$ cat src/include/ict_consts.svh
// State counts and clock timing for the instruction cycle timer
`ifndef ICT_CONSTS_SVH
`define ICT_CONSTS_SVH
`define ICT_CLK_HZ 40000000
`define ICT_STATE_NS 100
`define ICT_CLK_NS 25
`define ICT_CYC_PER_STATE ((`ICT_STATE_NS + `ICT_CLK_NS - 1) / `ICT_CLK_NS)
`define ICT_BCC_TAKEN 8'h07
`define ICT_BCC_FALL 8'h03
`define ICT_SCB_FALSE 8'h03
`define ICT_SCB_MINUS1 8'h04
`define ICT_SCB_TAKEN 8'h08
`define ICT_TRAPV_MIN 8'h12
`define ICT_TRAPV_MAX 8'h17
`define ICT_TRAPV_NONE 8'h03
`define ICT_DIVZ_MIN 8'h14
`define ICT_DIVZ_MAX 8'h19
`define ICT_MULT_BASE 8'h06
`define ICT_LDM_PER 8'h04
`define ICT_STM_PER 8'h03
`define ICT_PERI_MIN 8'h0D
`define ICT_PERI_MAX 8'h14
`define ICT_SLEEP 8'h02
`define ICT_IMM16_ADJ 8'h02
`endif

$ cat src/include/ict_pkg.sv
// Types for the instruction cycle timer
package ict_pkg;
  typedef enum logic [3:0] {
    ICT_CLS_PLAIN, ICT_CLS_BCC, ICT_CLS_SCB, ICT_CLS_TRAPV, ICT_CLS_DIVZ,
    ICT_CLS_LDM, ICT_CLS_STM, ICT_CLS_PERI, ICT_CLS_SLEEP, ICT_CLS_FLOW,
    ICT_CLS_IMM16
  } ict_class_type;
  // Addressing-mode groups as they affect the start adjustment
  typedef enum logic [1:0] {
    ICT_AM_REG, ICT_AM_LONG, ICT_AM_SHORT
  } ict_mode_type;
  typedef enum logic [1:0] {ICT_IDLE, ICT_RUN, ICT_PERI_WAIT} ict_state_type;
  typedef struct packed {
    ict_state_type st;
    logic [7:0] states_left;
    logic [1:0] sub;
    logic busy;
    logic done;
    logic power_down;
    logic [7:0] total;
    ict_class_type cls;
    logic [7:0] limit;
  } ict_seq_type;
endpackage

$ cat src/include/ict_req_if.sv
// Decoded request from issue logic to the cost calculation
`timescale 1ns/10ps
interface ict_req_if;
  import ict_pkg::*;
  logic valid;
  ict_class_type cls;
  ict_mode_type mode;
  logic odd;
  logic [7:0] base;
  logic [7:0] extra;
  modport src (output valid, cls, mode, odd, base, extra);
  modport dst (input valid, cls, mode, odd, base, extra);
endinterface

$ cat src/logic/ict_cost.sv
// Base state count plus start-address adjustment for one instruction
`timescale 1ns/10ps
`include "ict_consts.svh"
module ict_cost
  import ict_pkg::*;
(
  ict_req_if.dst req,
  output logic [7:0] total
);
  logic [7:0] adj;
  // Start adjustment depends on class, mode group and address parity
  always_comb begin
    adj = 8'h00;
    unique case (req.cls)
      ICT_CLS_FLOW:
        adj = {7'h00, req.odd}; // RQ9
      ICT_CLS_IMM16: begin
        if (req.mode == ICT_AM_LONG && !req.odd) begin
          adj = `ICT_IMM16_ADJ; // RQ10
        end else if (req.mode == ICT_AM_SHORT && req.odd) begin
          adj = `ICT_IMM16_ADJ; // RQ10
        end
      end
      default: begin
        if (req.mode == ICT_AM_LONG && !req.odd) begin
          adj = 8'h01; // RQ11
        end else if (req.mode == ICT_AM_SHORT && req.odd) begin
          adj = 8'h01; // RQ11
        end
      end
    endcase
  end
  // Sum of base (with fetch term folded in), wait states and adjustment
  assign total = req.base + req.extra + adj; // RQ13 RQ15
endmodule

$ cat src/logic/ict_top.sv
// Instruction cycle timer: holds issue for each instruction's state count
`timescale 1ns/10ps
`include "ict_consts.svh"
// Functional notes
// [RQ1] Conditional branch: 7 states taken, 3 states not taken.
// [RQ2] Count-branch: 3 if false, 4 at count minus one, else 8.
// [RQ3] Overflow trap taken: 18 small mode, 23 large mode.
// [RQ4] Overflow clear: no trap, 3 states.
// [RQ5] Zero divide, register source: 20 small, 25 large mode.
// [RQ6] Load multiple 6+4n, store multiple 6+3n states.
// [RQ7] Peripheral moves align to slow clock, 13 to 20 states.
// [RQ8] Sleep spends 2 states then enters power-down.
// [RQ9] Flow-change instructions add one state at odd start.
// [RQ10] Immediate word store adds 2 by mode and parity.
// [RQ11] Other instructions add 1 by mode group and parity.
// [RQ12] One state equals one system clock period, 100 ns at 10 MHz.
// [RQ13] Slow-area wait and precharge states add to the count.
// [RQ14] Halved fetch term from 3-state 16-bit area rounds down.
// [RQ15] Total is base plus adjustment; next issue held until done.
module ict_top
  import ict_pkg::*;
(
  input wire logic CLK,
  input wire logic RST_N,
  input wire logic ISSUE,
  input wire logic [3:0] ICLASS,
  input wire logic [1:0] AMODE,
  input wire logic ODD_START,
  input wire logic MAX_MODE,
  input wire logic COND_TRUE,
  input wire logic COUNT_MINUS1,
  input wire logic OVF_FLAG,
  input wire logic [3:0] REG_COUNT,
  input wire logic [7:0] TABLE_BASE,
  input wire logic [7:0] WAIT_STATES,
  input wire logic [7:0] FETCH_TERM,
  input wire logic FETCH_HALVE,
  input wire logic PERI_EDGE,
  output logic BUSY,
  output logic DONE,
  output logic POWER_DOWN,
  output logic [7:0] LAST_STATES
);
  ict_req_if req ();
  ict_seq_type cur_r, cur_nxt;
  ict_class_type cls;
  logic [7:0] base;
  logic [7:0] total;
  logic [7:0] fetch;
  logic stretch;

  assign cls = ict_class_type'(ICLASS);
  // Fetch term halves with fractions dropped
  assign fetch = FETCH_HALVE ? {1'b0, FETCH_TERM[7:1]} : FETCH_TERM; // RQ14
  // Peripheral moves wait for the slow clock, bounded so that a dead
  // clock cannot hold issue forever
  assign stretch = cur_r.cls == ICT_CLS_PERI &&
                   cur_r.total < cur_r.limit && !PERI_EDGE; // RQ7

  ////////////////////////////////////////////////////////////////////////
  // Base state count per class and condition
  always_comb begin
    base = TABLE_BASE;
    unique case (cls)
      ICT_CLS_BCC: begin
        if (COND_TRUE) begin
          base = `ICT_BCC_TAKEN; // RQ1
        end else begin
          base = `ICT_BCC_FALL; // RQ1
        end
      end
      ICT_CLS_SCB: begin
        if (!COND_TRUE) begin
          base = `ICT_SCB_FALSE; // RQ2
        end else if (COUNT_MINUS1) begin
          base = `ICT_SCB_MINUS1; // RQ2
        end else begin
          base = `ICT_SCB_TAKEN; // RQ2
        end
      end
      ICT_CLS_TRAPV: begin
        if (!OVF_FLAG) begin
          base = `ICT_TRAPV_NONE; // RQ4
        end else if (MAX_MODE) begin
          base = `ICT_TRAPV_MAX; // RQ3
        end else begin
          base = `ICT_TRAPV_MIN; // RQ3
        end
      end
      ICT_CLS_DIVZ: begin
        if (MAX_MODE) begin
          base = `ICT_DIVZ_MAX; // RQ5
        end else begin
          base = `ICT_DIVZ_MIN; // RQ5
        end
      end
      // Register list count scales the multi-register transfers
      ICT_CLS_LDM: begin
        base = `ICT_MULT_BASE + 8'(REG_COUNT) * `ICT_LDM_PER; // RQ6
      end
      ICT_CLS_STM: begin
        base = `ICT_MULT_BASE + 8'(REG_COUNT) * `ICT_STM_PER; // RQ6
      end
      ICT_CLS_PERI: begin
        base = `ICT_PERI_MIN; // RQ7
      end
      ICT_CLS_SLEEP: begin
        base = `ICT_SLEEP; // RQ8
      end
      default: begin
        base = TABLE_BASE;
      end
    endcase
  end

  ////////////////////////////////////////////////////////////////////////
  // Taken branches and taken overflow traps adjust like flow-change instructions
  always_comb begin
    req.cls = cls;
    if ((cls == ICT_CLS_BCC && COND_TRUE) ||
        (cls == ICT_CLS_SCB && COND_TRUE && !COUNT_MINUS1) ||
        (cls == ICT_CLS_TRAPV && OVF_FLAG)) begin
      req.cls = ICT_CLS_FLOW; // RQ9
    end else if (cls == ICT_CLS_BCC || cls == ICT_CLS_SCB ||
                 cls == ICT_CLS_TRAPV) begin
      req.cls = ICT_CLS_PLAIN;
    end
  end
  assign req.valid = ISSUE;
  // Register-only classes take no addressing adjustment
  assign req.mode = (cls == ICT_CLS_PLAIN || cls == ICT_CLS_IMM16 ||
                     cls == ICT_CLS_PERI) ?
                    ict_mode_type'(AMODE) : ICT_AM_REG;
  assign req.odd = ODD_START;
  assign req.base = base + fetch;
  assign req.extra = WAIT_STATES; // RQ13

  ict_cost u_cost (
    .req(req),
    .total(total)
  );

  ////////////////////////////////////////////////////////////////////////
  // Sequencer: each state is a fixed number of clocks
  always_comb begin
    cur_nxt = cur_r;
    cur_nxt.done = 1'b0;
    unique case (cur_r.st)
      ICT_IDLE: begin
        if (ISSUE) begin // RQ15
          // Class latched so a refused request cannot alter the ending
          cur_nxt.cls = cls;
          cur_nxt.total = (total == 8'h00) ? 8'h01 : total;
          cur_nxt.limit = total + (`ICT_PERI_MAX - `ICT_PERI_MIN); // RQ7
          cur_nxt.states_left = (total == 8'h00) ? 8'h01 : total;
          cur_nxt.sub = 2'(`ICT_CYC_PER_STATE - 1);
          cur_nxt.busy = 1'b1;
          cur_nxt.power_down = 1'b0;
          cur_nxt.st = ICT_RUN;
        end
      end
      ICT_RUN: begin
        // Last clock of the last state decides: stretch or finish
        if (cur_r.sub != 2'h0) begin
          cur_nxt.sub = cur_r.sub - 2'h1; // RQ12
        end else if (cur_r.states_left != 8'h01) begin
          cur_nxt.states_left = cur_r.states_left - 8'h01;
          cur_nxt.sub = 2'(`ICT_CYC_PER_STATE - 1);
        end else if (stretch) begin
          // Stretch one state at a time until the slow clock aligns
          cur_nxt.total = cur_r.total + 8'h01; // RQ7
          cur_nxt.sub = 2'(`ICT_CYC_PER_STATE - 1);
          cur_nxt.st = ICT_PERI_WAIT;
        end else begin
          cur_nxt.busy = 1'b0; // RQ15
          cur_nxt.done = 1'b1;
          cur_nxt.power_down = (cur_r.cls == ICT_CLS_SLEEP); // RQ8
          cur_nxt.st = ICT_IDLE;
        end
      end
      ICT_PERI_WAIT: begin
        // Hand back one clock early: the check in the run state is the
        // last clock of the added state, so a stretch costs one state
        if (cur_r.sub > 2'h1) begin
          cur_nxt.sub = cur_r.sub - 2'h1; // RQ12
        end else begin
          cur_nxt.sub = 2'h0;
          cur_nxt.states_left = 8'h01;
          cur_nxt.st = ICT_RUN;
        end
      end
      default: begin
        cur_nxt.st = ICT_IDLE;
      end
    endcase
  end

  // State register
  always_ff @(posedge CLK or negedge RST_N) begin
    if (!RST_N) begin
      cur_r <= '0;
    end else begin
      cur_r <= cur_nxt;
    end
  end

  ////////////////////////////////////////////////////////////////////////
  // Outputs taken straight from the state register
  assign BUSY = cur_r.busy;
  assign DONE = cur_r.done;
  assign POWER_DOWN = cur_r.power_down;
  assign LAST_STATES = cur_r.total;
endmodule
$ cat config.mk
export PLATFORM = sky130hd
export DESIGN_NAME = ict_top
export DESIGN_NICKNAME = d
export VERILOG_FILES = /design/src/include/ict_pkg.sv /design/src/include/ict_req_if.sv /design/src/logic/ict_cost.sv /design/src/logic/ict_top.sv
export VERILOG_INCLUDE_DIRS = /design/src /design/src/include
export SDC_FILE = /design/constraint.sdc
export NUM_CORES = 1
export LEC_CHECK = 0
export BUFFER_PORTS_ARGS = -buffer_cell sky130_fd_sc_hd__buf_2
export CAP_MARGIN = 15
export CORE_ASPECT_RATIO = 2
export CORE_MARGIN = 4
export CORE_UTILIZATION = 40
export CTS_BUF_LIST = sky130_fd_sc_hd__clkbuf_8
export DETAILED_ROUTE_END_ITERATION = 12
export SETUP_SLACK_MARGIN = 0.02
export SLEW_MARGIN = 20
export SYNTH_ARGS = -nofsm -noshare
export SYNTH_HDL_FRONTEND = slang
export SYNTH_SLANG_ARGS = --single-unit
$ cat constraint.sdc
create_clock -name CLK -period 5.79 [get_ports CLK]
set_input_delay 1.158 -clock CLK [delete_from_list [all_inputs] [get_ports CLK]]
set_output_delay 1.158 -clock CLK [all_outputs]
set_load 0.05 [all_outputs]
==> results.toml, run 1 <==
[timing]
rsz0062_at_grt = "no"
finalSetupViolCount = 0
maxSlewHeadroom_pct = 44.8
tightest_slew_ns = 0.828
hold_violations = 0
period_minus_slack_ns = 5.39
finalClockSkew_ns = 0.00748
clock.fmax_mhz = 185
tns_ns = 0
timing.final.crit_share_pct = 93.1
holdWs_ns = 0.491
maxSlewViolCount = 0

[synthesis]
synth-xor-area-share_pct = 4.18
muxShareOfSynthArea_pct = 3.54
synthDistinctLibCells = 65
synth_compound_area_share_pct = 21.9
synthFlopType = "dfrtp_1"
syn_area_um2 = 3710
ys_seq_elements = 35
synth_common_cells = "o21ai_0 (47), ha_1 (41), nand2_1 (38)"
yosys.area_share.adder_pct = 19.2
synthesis.nets = 530
synth_top_area_cell = "dfrtp_1"
synth-edff-count = 0
async_reset_ff_share_pct = 100
ys_seq_area_share_pct = 23.6
yosysWarnings = 0
synth_top_area_share_pct = 23.6
syn_area_per_cell_um2 = 8.54
synth_area_leaders = "dfrtp_1 (24%), ha_1 (14%), o21ai_0 (6.3%), fa_1 (5.4%), nand2_1 (3.8%)"
synthSimpleGateAreaFrac_pct = 19.1
synth_top_family_by_area = "compound AO/OA/AOI/OAI gates"
yosysMostFrequentCell = "o21ai_0"
synthCells = 435

[power_and_ir_drop]
seqPwrFrac_pct = 26.0
cellPowerDensity_nw_per_um2 = 437
switching_share_pct = 50.6
pwr-share-clk_pct = 10.6
p_switching_uw = 897
p_leak_nw = 1.86
power.share.combinational_pct = 63.5
total_power_mw = 1.77
intPower_uw = 877
ir_drop_mv = 0.145

[floorplan]
ios = 55
chipWidth_um = 76.1
initial_core_util_pct = 41.2
die_area_um2 = 11000
fp.dieH_um = 144
core_um2 = 9010
rows = 49

[detailed_routing]
drt_pass1_iterations = 4
antenna_left = 0
vias = 3293
routed_via_density = 5.71
drc = 0
first_iter_violations = 205
wl_um = 9810
wl_per_cell_um = 17.0

[grt]
antenna_found_initial = 0
grt_overflow = 0
grt_use_total_pct = 18.1
grt_pass1_wl_um = 16000
grt_pass1_vias = 3286
grt_max_degree = 36

[clocking]
post-cts-setup-buffers = 0
cts-hold-fix-buffers = 0
cts_max_path_buffers = 2
htreeDepth = 2
post_cts_resized = 0
cts_sinks = 35
cts_made_buffers = 5
root_buffer = "clkbuf_8"
clk_pin_slew_worst_paths_ns = 0.08
cts_tree = "yes"
clk_latency_ns = 0.30

[hold_path]
min_from = "cur_r[1]$_DFFE_PN0P_"
hp-class = "reg -> reg"
min_path_cells = 2
holdPathEnd = "cur_r[1]$_DFFE_PN0P_"

[critical_path]
rrSetupSlack_ns = 3.12
worst_ep_arrival_time_ns = 5.58
cp_max_fo = 5
r2r.worst_path.cells = 5
critPathKind = "in -> reg"
end_kind = "flop"
cp.required_ns = 5.98
r2r-end = "cur_r[23]$_DFFE_PN0P_"
critPathLaunchType = "input port"
regToRegStartpoint = "cur_r[34]$_DFFE_PN0P_"

[finish]
layout-drive-gt1-share_pct = 19.4
regArea_um2 = 876
multiInputGateArea_um2 = 2520
antenna_cells = 0
fillerInstances = 905
syn_to_final_growth_pct = 9.33
final_nets = 569

[placement]
place.gp.congestion = 0.882
io_buffers = 54
place_hpwl_um = 7990

[run_status]
outcome = "finished, final reports clean"

[run]
maxCapViolCount = 0
[final cells by class]
class,instances,share of cell area (%)
multi-input cells,336,62.1
flip-flops and latches,35,21.6
repair buffers,59,7.58
inverters,37,3.42
well taps,102,3.14
clock buffers,5,1.69
clock inverters,3,0.493
[per-stage QoR]
step	cells	util, %	area [um2]	worst slack [ns]
after CTS	577	45.1	4060	0.341
final	577	45.1	4060	0.398
after detailed placement	569	44.1	3970	0.0354
after global routing	577	45.1	4060	0.0456
after global placement	569	44.1	3970	0.184
after floorplan	435	-	3710	0.599
[cell usage in the layout (no fill, tap or decap), types with 3 or more instances in the layout]
cell and instances:
a211oi_1 4, ha_1 41, nor2_1 26, dfrtp_1 35, o2bb2ai_1 3, and3_1 3
fa_1 10, nand2b_1 6, o21ai_0 47, nor4b_1 3, nor3_1 12, o22ai_1 3
nand3_1 11, nor4_1 3, nor2b_1 8, buf_4 5, mux2i_1 3, a21oi_1 26
mux2_2 9, a22o_1 4, clkbuf_8 5, a31oi_1 4, buf_2 54, nand2_1 38
nor3b_1 6, xnor2_1 12, nand4_1 5, xor2_1 3, a221o_1 3, inv_1 37
[registers in the layout (all words and copies together) (netlist names)]
name and cells:
DONE 1, BUSY 1, cur_r 24, LAST_STATES 8, POWER_DOWN 1
[layer usage]
layer  vias up  share of wire, %  wire length (um)  global-route usage (%)
met2        72                59              5830                    37.4
met1      1591                35              3450                    17.7
met5         -                 0                 0                       0
li1       1619                 -                 -                       -
met4         0               2.3               225                    6.91
met3        11               3.0               297                    2.06
[worst max-delay path, cell delays in order]
cell,delay (ns)
buf_2,0.14
inv_1,0.07
ha_1,0.27
inv_1,0.04
ha_1,0.22
fa_1,0.49
o21ai_0,0.06
o21ai_0,0.13
a22oi_1,0.09
o21ai_0,0.32
fa_1,0.49
ha_1,0.32
ha_1,0.24
a211oi_1,0.37
or4b_1,0.19
o2111ai_1,0.16
nor4_2,0.43
a2111oi_2,0.12
a211o_1,0.25
[cell families after synthesis]
kind of cell	count (synthesis)
compound gates	123
xor+xnor	16
flops	35
mux	12
buf+inv	64
simple gates	134
fa+ha+maj	51
[how the worst max path moves through the flow]
stage,from,endpoint
6_report,REG_COUNT[2],cur_r[26]$_DFFE_PN0P_
5_1_grt,REG_COUNT[2],cur_r[26]$_DFFE_PN0P_
4_1_cts,REG_COUNT[2],cur_r[26]$_DFFE_PN0P_
3_5_place_dp,REG_COUNT[2],cur_r[26]$_DFFE_PN0P_
3_3_place_gp,REG_COUNT[2],cur_r[26]$_DFFE_PN0P_
2_1_floorplan,REG_COUNT[1],cur_r[26]$_DFFE_PN0P_
[power by group through the flow]
stage | clock, mW | combinational (mW) | sequential, mW
after floorplan | 0 | 0.889 | 0.430
after global placement | 0 | 1.10 | 0.460
after detailed placement | 0 | 1.13 | 0.463
after CTS | 0.193 | 1.13 | 0.459
after global routing | 0.204 | 1.25 | 0.478
final | 0.188 | 1.13 | 0.460
Power figures use the tool's default switching activity.
==> run 2: changes to the inputs <==
Clock period 5.79 ns to 4.6 ns, I/O delays scaled along.
==> run 2 against run 1 <==
- the run now ends with setup timing left
- die area unchanged
- register-to-register slack worse by 1.1 ns
- hold slack worse by 0.017 ns
- largest power group unchanged
- non-clock buffer count up 52
- utilization up 8.4 points
==> results.toml, run 2 (synthesis gave the netlist of run 1 again) <==
[run_status]
outcome = "finished with violations"
violations = "setup timing"

[critical_path]
cp_max_fo = 4
cp_common_cell = "ha_4"
end_kind = "flop"
crit_family = "adder cells"
cp-startpoint = "REG_COUNT[1]"
cp.required_ns = 4.85
crit_path_cell_trace = "buf_12 > inv_12 > ha_4 > inv_2 > ha_4 > fa_2 > xnor2_1 > nor2_1 > a21oi_1 > o21ai_1 > a221o_1 > fa_2 > ha_4 > ha_4 > o21ai_2 > or4b_4 > o2111ai_4 > nor4_4 > a2111oi_2 > a211o_1"
critPathKind = "in -> reg"
critPathMaxStageDelay_ns = 0.57
critical_path_buf_inv_count = 3
regToRegStartpoint = "cur_r[34]$_DFFE_PN0P_"
critPathSlowestCell = "fa_2"
critPathLaunchType = "input port"
worst_ep_arrival_time_ns = 4.91

[power_and_ir_drop]
p_switching_mw = 1.25
intPower_mw = 1.38
p_leak_nw = 2.17
cellPowerDensity_nw_per_um2 = 547
switching_share_pct = 47.6
power.share.combinational_pct = 69.6
total_power_mw = 2.63
pwr-share-clk_pct = 8.6
seqPwrFrac_pct = 21.8
ir_drop_mv = 0.172

[detailed_routing]
drc = 0
first_iter_violations = 167
wl_um = 10800
vias = 3530
wl_per_cell_um = 17.1
drt_pass1_iterations = 4
antenna_left = 0
routed_via_density = 5.61

[floorplan]
initial_core_util_pct = 41.2
die_area_um2 = 11000
core_um2 = 9010
chipWidth_um = 76.1
ios = 55
fp.dieH_um = 144
rows = 49

[timing]
period_minus_slack_ns = 4.67
hold_violations = 0
timing.final.crit_share_pct = 101
rsz0062_at_grt = "yes"
clock.fmax_mhz = 214
finalSetupViolCount = 3
maxSlewHeadroom_pct = 44.5
maxSlewViolCount = 0
tightest_slew_ns = 0.833
tns_ns = -0.0821
finalClockSkew_ns = 0.00931
fin_ws_ns = -0.0653

[finish]
antenna_cells = 0
largest_reg_flops = 24
largest_register = "cur_r"
multiInputGateArea_um2 = 2830
layout_common_cells = "buf_2 (52), buf_4 (52), nand2_1 (37), dfrtp_1 (35)"
final_core_util_pct = 53.4
syn_to_final_growth_pct = 29.6
layout-drive-gt1-share_pct = 35.1
regArea_um2 = 876
fin_area_um2 = 4810
final_nets = 621
fillerInstances = 849

[placement]
place_hpwl_um = 8580
place_ws_ns = -0.678
io_buffers = 54
place.gp.congestion = 0.863
dpl_cell_area_um2 = 4440

[clocking]
cts_made_buffers = 5
cts_tree = "yes"
cts_max_path_buffers = 2
clk_latency_ns = 0.30
htreeDepth = 2
cts-hold-fix-buffers = 0
cts_sinks = 35
clk_pin_slew_worst_paths_ns = 0.08
root_buffer = "clkbuf_8"

[grt]
grt_overflow = 0
grt_pass1_wl_um = 17200
antenna_found_initial = 0
grt_pass1_vias = 3729
grt_use_total_pct = 19.4
grt_max_degree = 36

[run]
maxCapViolCount = 0

[hold_path]
hp-class = "reg -> reg"
min_from = "cur_r[0]$_DFFE_PN0P_"
## run 2: cell types whose count changed in the layout (fill, tap and decap cells not counted), moves of 4 or more
cell,before,now
inv_1,37,33
ha_4,0,12
o21ai_0,47,33
ha_1,41,28
o21ai_1,0,12
buf_4,5,52
a21oi_1,26,22
buf_6,0,5
## run 2: cell type report
type,instances,area share [%]
clock buffers,5,1.43
clock inverters,3,0.338
inverters,37,3.25
multi-input cells,336,58.7
flip-flops and latches,35,18.2
well taps,102,2.65
repair buffers,111,15.4
## run 2: path summary, 6_finish.rpt
check	endpoint	slack, ns	depth (start not counted)
max	cur_r[26]$_DFFE_PN0P_	-0.07	20
min	cur_r[0]$_DFFE_PN0P_	0.47	2
max reg2reg	cur_r[23]$_DFFE_PN0P_	1.98	5
min reg2reg	cur_r[0]$_DFFE_PN0P_	0.47	2
max in group asynchronous	cur_r[4]$_DFFE_PN0P_	3.36	1
min in group asynchronous	cur_r[30]$_DFFE_PN0P_	0.70	1
## run 2: layer usage
metal | global-route usage (%) | part of all wire [%]
met5 | 0 | 0
met2 | 41.0 | 59
met4 | 9.40 | 3.6
met3 | 1.75 | 3.2
met1 | 17.8 | 35
## run 2: what timing repair did
action | CTS | global route
cloned | 0 | 0
pin swaps | 29 | 11
gates resized for setup | 24 | 30
endpoints found under the hold margin | 0 | 0
setup endpoints to repair | 14 | 14
buffers inserted | 6 | 3
## run 2: metrics by stage
step	std cells	hold slack, ns
CTS	628	0.484
detailed placement	614	0.466
finish	629	0.474
global route	629	0.494
floorplan	435	0.442
global placement	614	0.469
## run 2: power groups by stage
stage | clock network [mW] | logic [mW] | registers, mW
after floorplan | 0 | 1.18 | 0.541
after global placement | 0 | 1.59 | 0.572
after detailed placement | 0 | 1.61 | 0.578
after CTS | 0.227 | 1.75 | 0.573
after global routing | 0.237 | 2.03 | 0.592
final | 0.227 | 1.83 | 0.573
## run 2: worst min-delay path: stages (launching register included)
cell     delay, ns
dfrtp_1       0.34
nand2_1       0.04
o21ai_0       0.05
==> run 3: changes to the inputs <==
Settings changed: ABC_AREA set to 1, BUFFER_PORTS_ARGS -buffer_cell sky130_fd_sc_hd__buf_2 to unset, DONT_BUFFER_PORTS set to 1, SKIP_CTS_REPAIR_TIMING set to 1.
==> run 3 against run 2 <==
- the flow now finishes without violations
- die area is 0.34% lower
- flip-flop and latch count unchanged
- via count is 2.0% lower
- synthesized cell count is 19% higher
- sequential share of layout area rose by 3.4 points
- fmax increased by 8.0%
- utilization decreased by 8.5 points
- clock skew fell by 0.0025 ns
- synthesized area decreased by 0.37%
- highest routed layer unchanged
==> results.toml, run 3 <==
[detailed_routing]
antenna_left = 0
first_iter_violations = 166
drt_pass1_iterations = 4
routed_via_density = 5.42
drc = 0
vias = 3461
wl_per_cell_um = 15.8
wl_um = 10100

[finish]
fin_area_um2 = 4050
layout-drive-gt1-share_pct = 15.8
antenna_cells = 0
layout_common_cells = "nand2_1 (116), inv_1 (75), nor2_1 (49), ha_1 (41), dfrtp_1 (35)"
syn_to_final_growth_pct = 9.50
final_nets = 633
fillerInstances = 907
largest_reg_flops = 24
layout_commonest_cell = "nand2_1"
regArea_um2 = 876
largest_register = "cur_r"
multiInputGateArea_um2 = 2460

[timing]
rsz0062_at_grt = "no"
fin_ws_ns = 0.280
finalClockSkew_ns = 0.00684
finalSetupViolCount = 0
maxSlewViolCount = 0
hold_violations = 0
timing.final.crit_share_pct = 93.9
tightest_slew_ns = 0.658
maxSlewHeadroom_pct = 56.1
period_minus_slack_ns = 4.32
clock.fmax_mhz = 231

[placement]
place.gp.congestion = 0.918
io_buffers = 0
dpl_cell_area_um2 = 3930
place_ws_ns = -0.392
place_hpwl_um = 8430

[critical_path]
critical_path.endpoint = "LAST_STATES[0]$_DFFE_PN0P_"
regToRegStartpoint = "LAST_STATES[5]$_DFFE_PN0P_"
end_kind = "flop"
critPathLaunchType = "input port"
rrSetupSlack_ns = 2.07
cp_max_fo = 5
cp.required_ns = 4.83
cp-startpoint = "REG_COUNT[1]"
r2r-end = "LAST_STATES[2]$_DFFE_PN0P_"
r2r.worst_path.cells = 10
critPathKind = "in -> reg"
worst_ep_arrival_time_ns = 4.55

[synthesis]
syn_area_per_cell_um2 = 7.16
synthDistinctLibCells = 51
synth-edff-count = 0
yosysWarnings = 0
synthCells = 517
synth_area_leaders = "dfrtp_1 (24%), ha_1 (14%), nand2_1 (12%), inv_1 (7.5%), fa_1 (5.4%)"
syn_area_um2 = 3700
synthesis.nets = 612
synth_common_cells = "nand2_1 (116), inv_1 (74), nor2_1 (49)"
synthFlopType = "dfrtp_1"
yosysMostFrequentCell = "nand2_1"
async_reset_ff_share_pct = 100
synth_top_area_cell = "dfrtp_1"
ys_seq_area_share_pct = 23.7
synth_top_area_share_pct = 23.7
ys_seq_elements = 35

[grt]
busiest_layer = "met2"
grt_max_degree = 36
met1_usage_pct = 17.0
grt_use_total_pct = 18.7
grt_util_met2_pct = 37.4
grt_overflow = 0
grt_pass1_wl_um = 16400
met3_usage_pct = 3.30
grt_pass1_vias = 3645
antenna_found_initial = 0

[hold_path]
hp-class = "in -> async"

[clocking]
cts_sinks = 35
cts_max_path_buffers = 2
clk_latency_ns = 0.30
cts_tree = "yes"
root_buffer = "clkbuf_8"
clk_pin_slew_worst_paths_ns = 0.07
htreeDepth = 2
cts_made_buffers = 5

[power_and_ir_drop]
power.share.combinational_pct = 59.0
p_switching_mw = 1.18
ir_drop_mv = 0.182
pwr-share-clk_pct = 9.5
p_leak_nw = 2.09
intPower_mw = 1.07
cellPowerDensity_nw_per_um2 = 554
seqPwrFrac_pct = 31.6
switching_share_pct = 52.5

[run]
maxCapViolCount = 0

[floorplan]
chipWidth_um = 76.0
fp.dieH_um = 144
initial_core_util_pct = 41.1
ios = 55
rows = 49
die_area_um2 = 10900
core_um2 = 9010

[run_status]
outcome = "finished, final reports clean"
-- run 3: cell families after synthesis --
logic type               synth area share [%]
AND/OR/NAND/NOR                          28.6
buffers and inverters                    11.1
AO/OA/AOI/OAI                            15.4
adder cells (fa/ha/maj)                  19.3
flip-flops                               23.7
XOR/XNOR                                 1.62
multiplexers                            0.271
-- run 3: per-layer routing --
metal  share of wire [%]  up-vias
li1                    -     1719
met1                  34     1598
met2                  57      116
met3                 5.2       28
met4                 4.4        0
met5                   0        -
-- run 3: area by class of cell --
class / instances / area share (%)
Clock buffer: 5 / 1.70
Clock inverter: 1 / 0.0926
Inverter: 87 / 8.12
Multi-Input combinational cell: 384 / 60.7
Sequential cell: 35 / 21.6
Tap cell: 102 / 3.15
Timing Repair Buffer: 25 / 4.63
-- run 3: how the worst min path moves through the flow --
stage / from / depth (start not counted) / slack (ns) / to
after floorplan: cur_r[1]$_DFFE_PN0P_ / 2 / 0.45 / cur_r[1]$_DFFE_PN0P_
after global placement: cur_r[1]$_DFFE_PN0P_ / 2 / 0.48 / cur_r[1]$_DFFE_PN0P_
after detailed placement: cur_r[1]$_DFFE_PN0P_ / 2 / 0.49 / cur_r[1]$_DFFE_PN0P_
after CTS: RST_N / 0 / 0.30 / cur_r[32]$_DFFE_PN0P_
after global routing: RST_N / 0 / 0.29 / cur_r[6]$_DFFE_PN0P_
final: RST_N / 0 / 0.31 / cur_r[32]$_DFFE_PN0P_
-- run 3: per-stage QoR --
stage | cells | hold WS [ns] | total power [mW] | utilization (%) | TNS (ns)
2_1_floorplan | 517 | 0.453 | 1.67 | - | 0
3_3_place_gp | 633 | 0.476 | 2.00 | 43.6 | -2.38
3_5_place_dp | 633 | 0.485 | 2.03 | 43.6 | -3.57
4_1_cts | 639 | 0.302 | 2.25 | 44.4 | -0.171
5_1_grt | 639 | 0.293 | 2.46 | 45.0 | 0
6_report | 639 | 0.310 | 2.24 | 45.0 | 0
-- run 3: power groups by stage --
stage	Sequential (mW)	Clock, mW	Combinational [mW]
finish	0.708	0.212	1.32
floorplan	0.566	0	1.10
detailed placement	0.716	0	1.31
global placement	0.709	0	1.29
global route	0.730	0.231	1.50
CTS	0.709	0.218	1.32
-- run 3: critical path, cell delays in order --
cell      delay, ns
inv_1          0.04
ha_1           0.28
inv_1          0.04
ha_1           0.21
fa_1           0.38
xor2_1         0.14
nand2_1        0.09
a41oi_2        0.24
fa_1           0.45
ha_1           0.32
ha_1           0.36
buf_4          0.16
nand3_1        0.11
nand3b_1       0.13
nand2_4        0.13
nand3_2        0.07
nor2_2         0.10
nand3_2        0.10
nand2_2        0.08
nand2_1        0.05
nand2_1        0.06
nand2_1        0.05
nand2_1        0.06
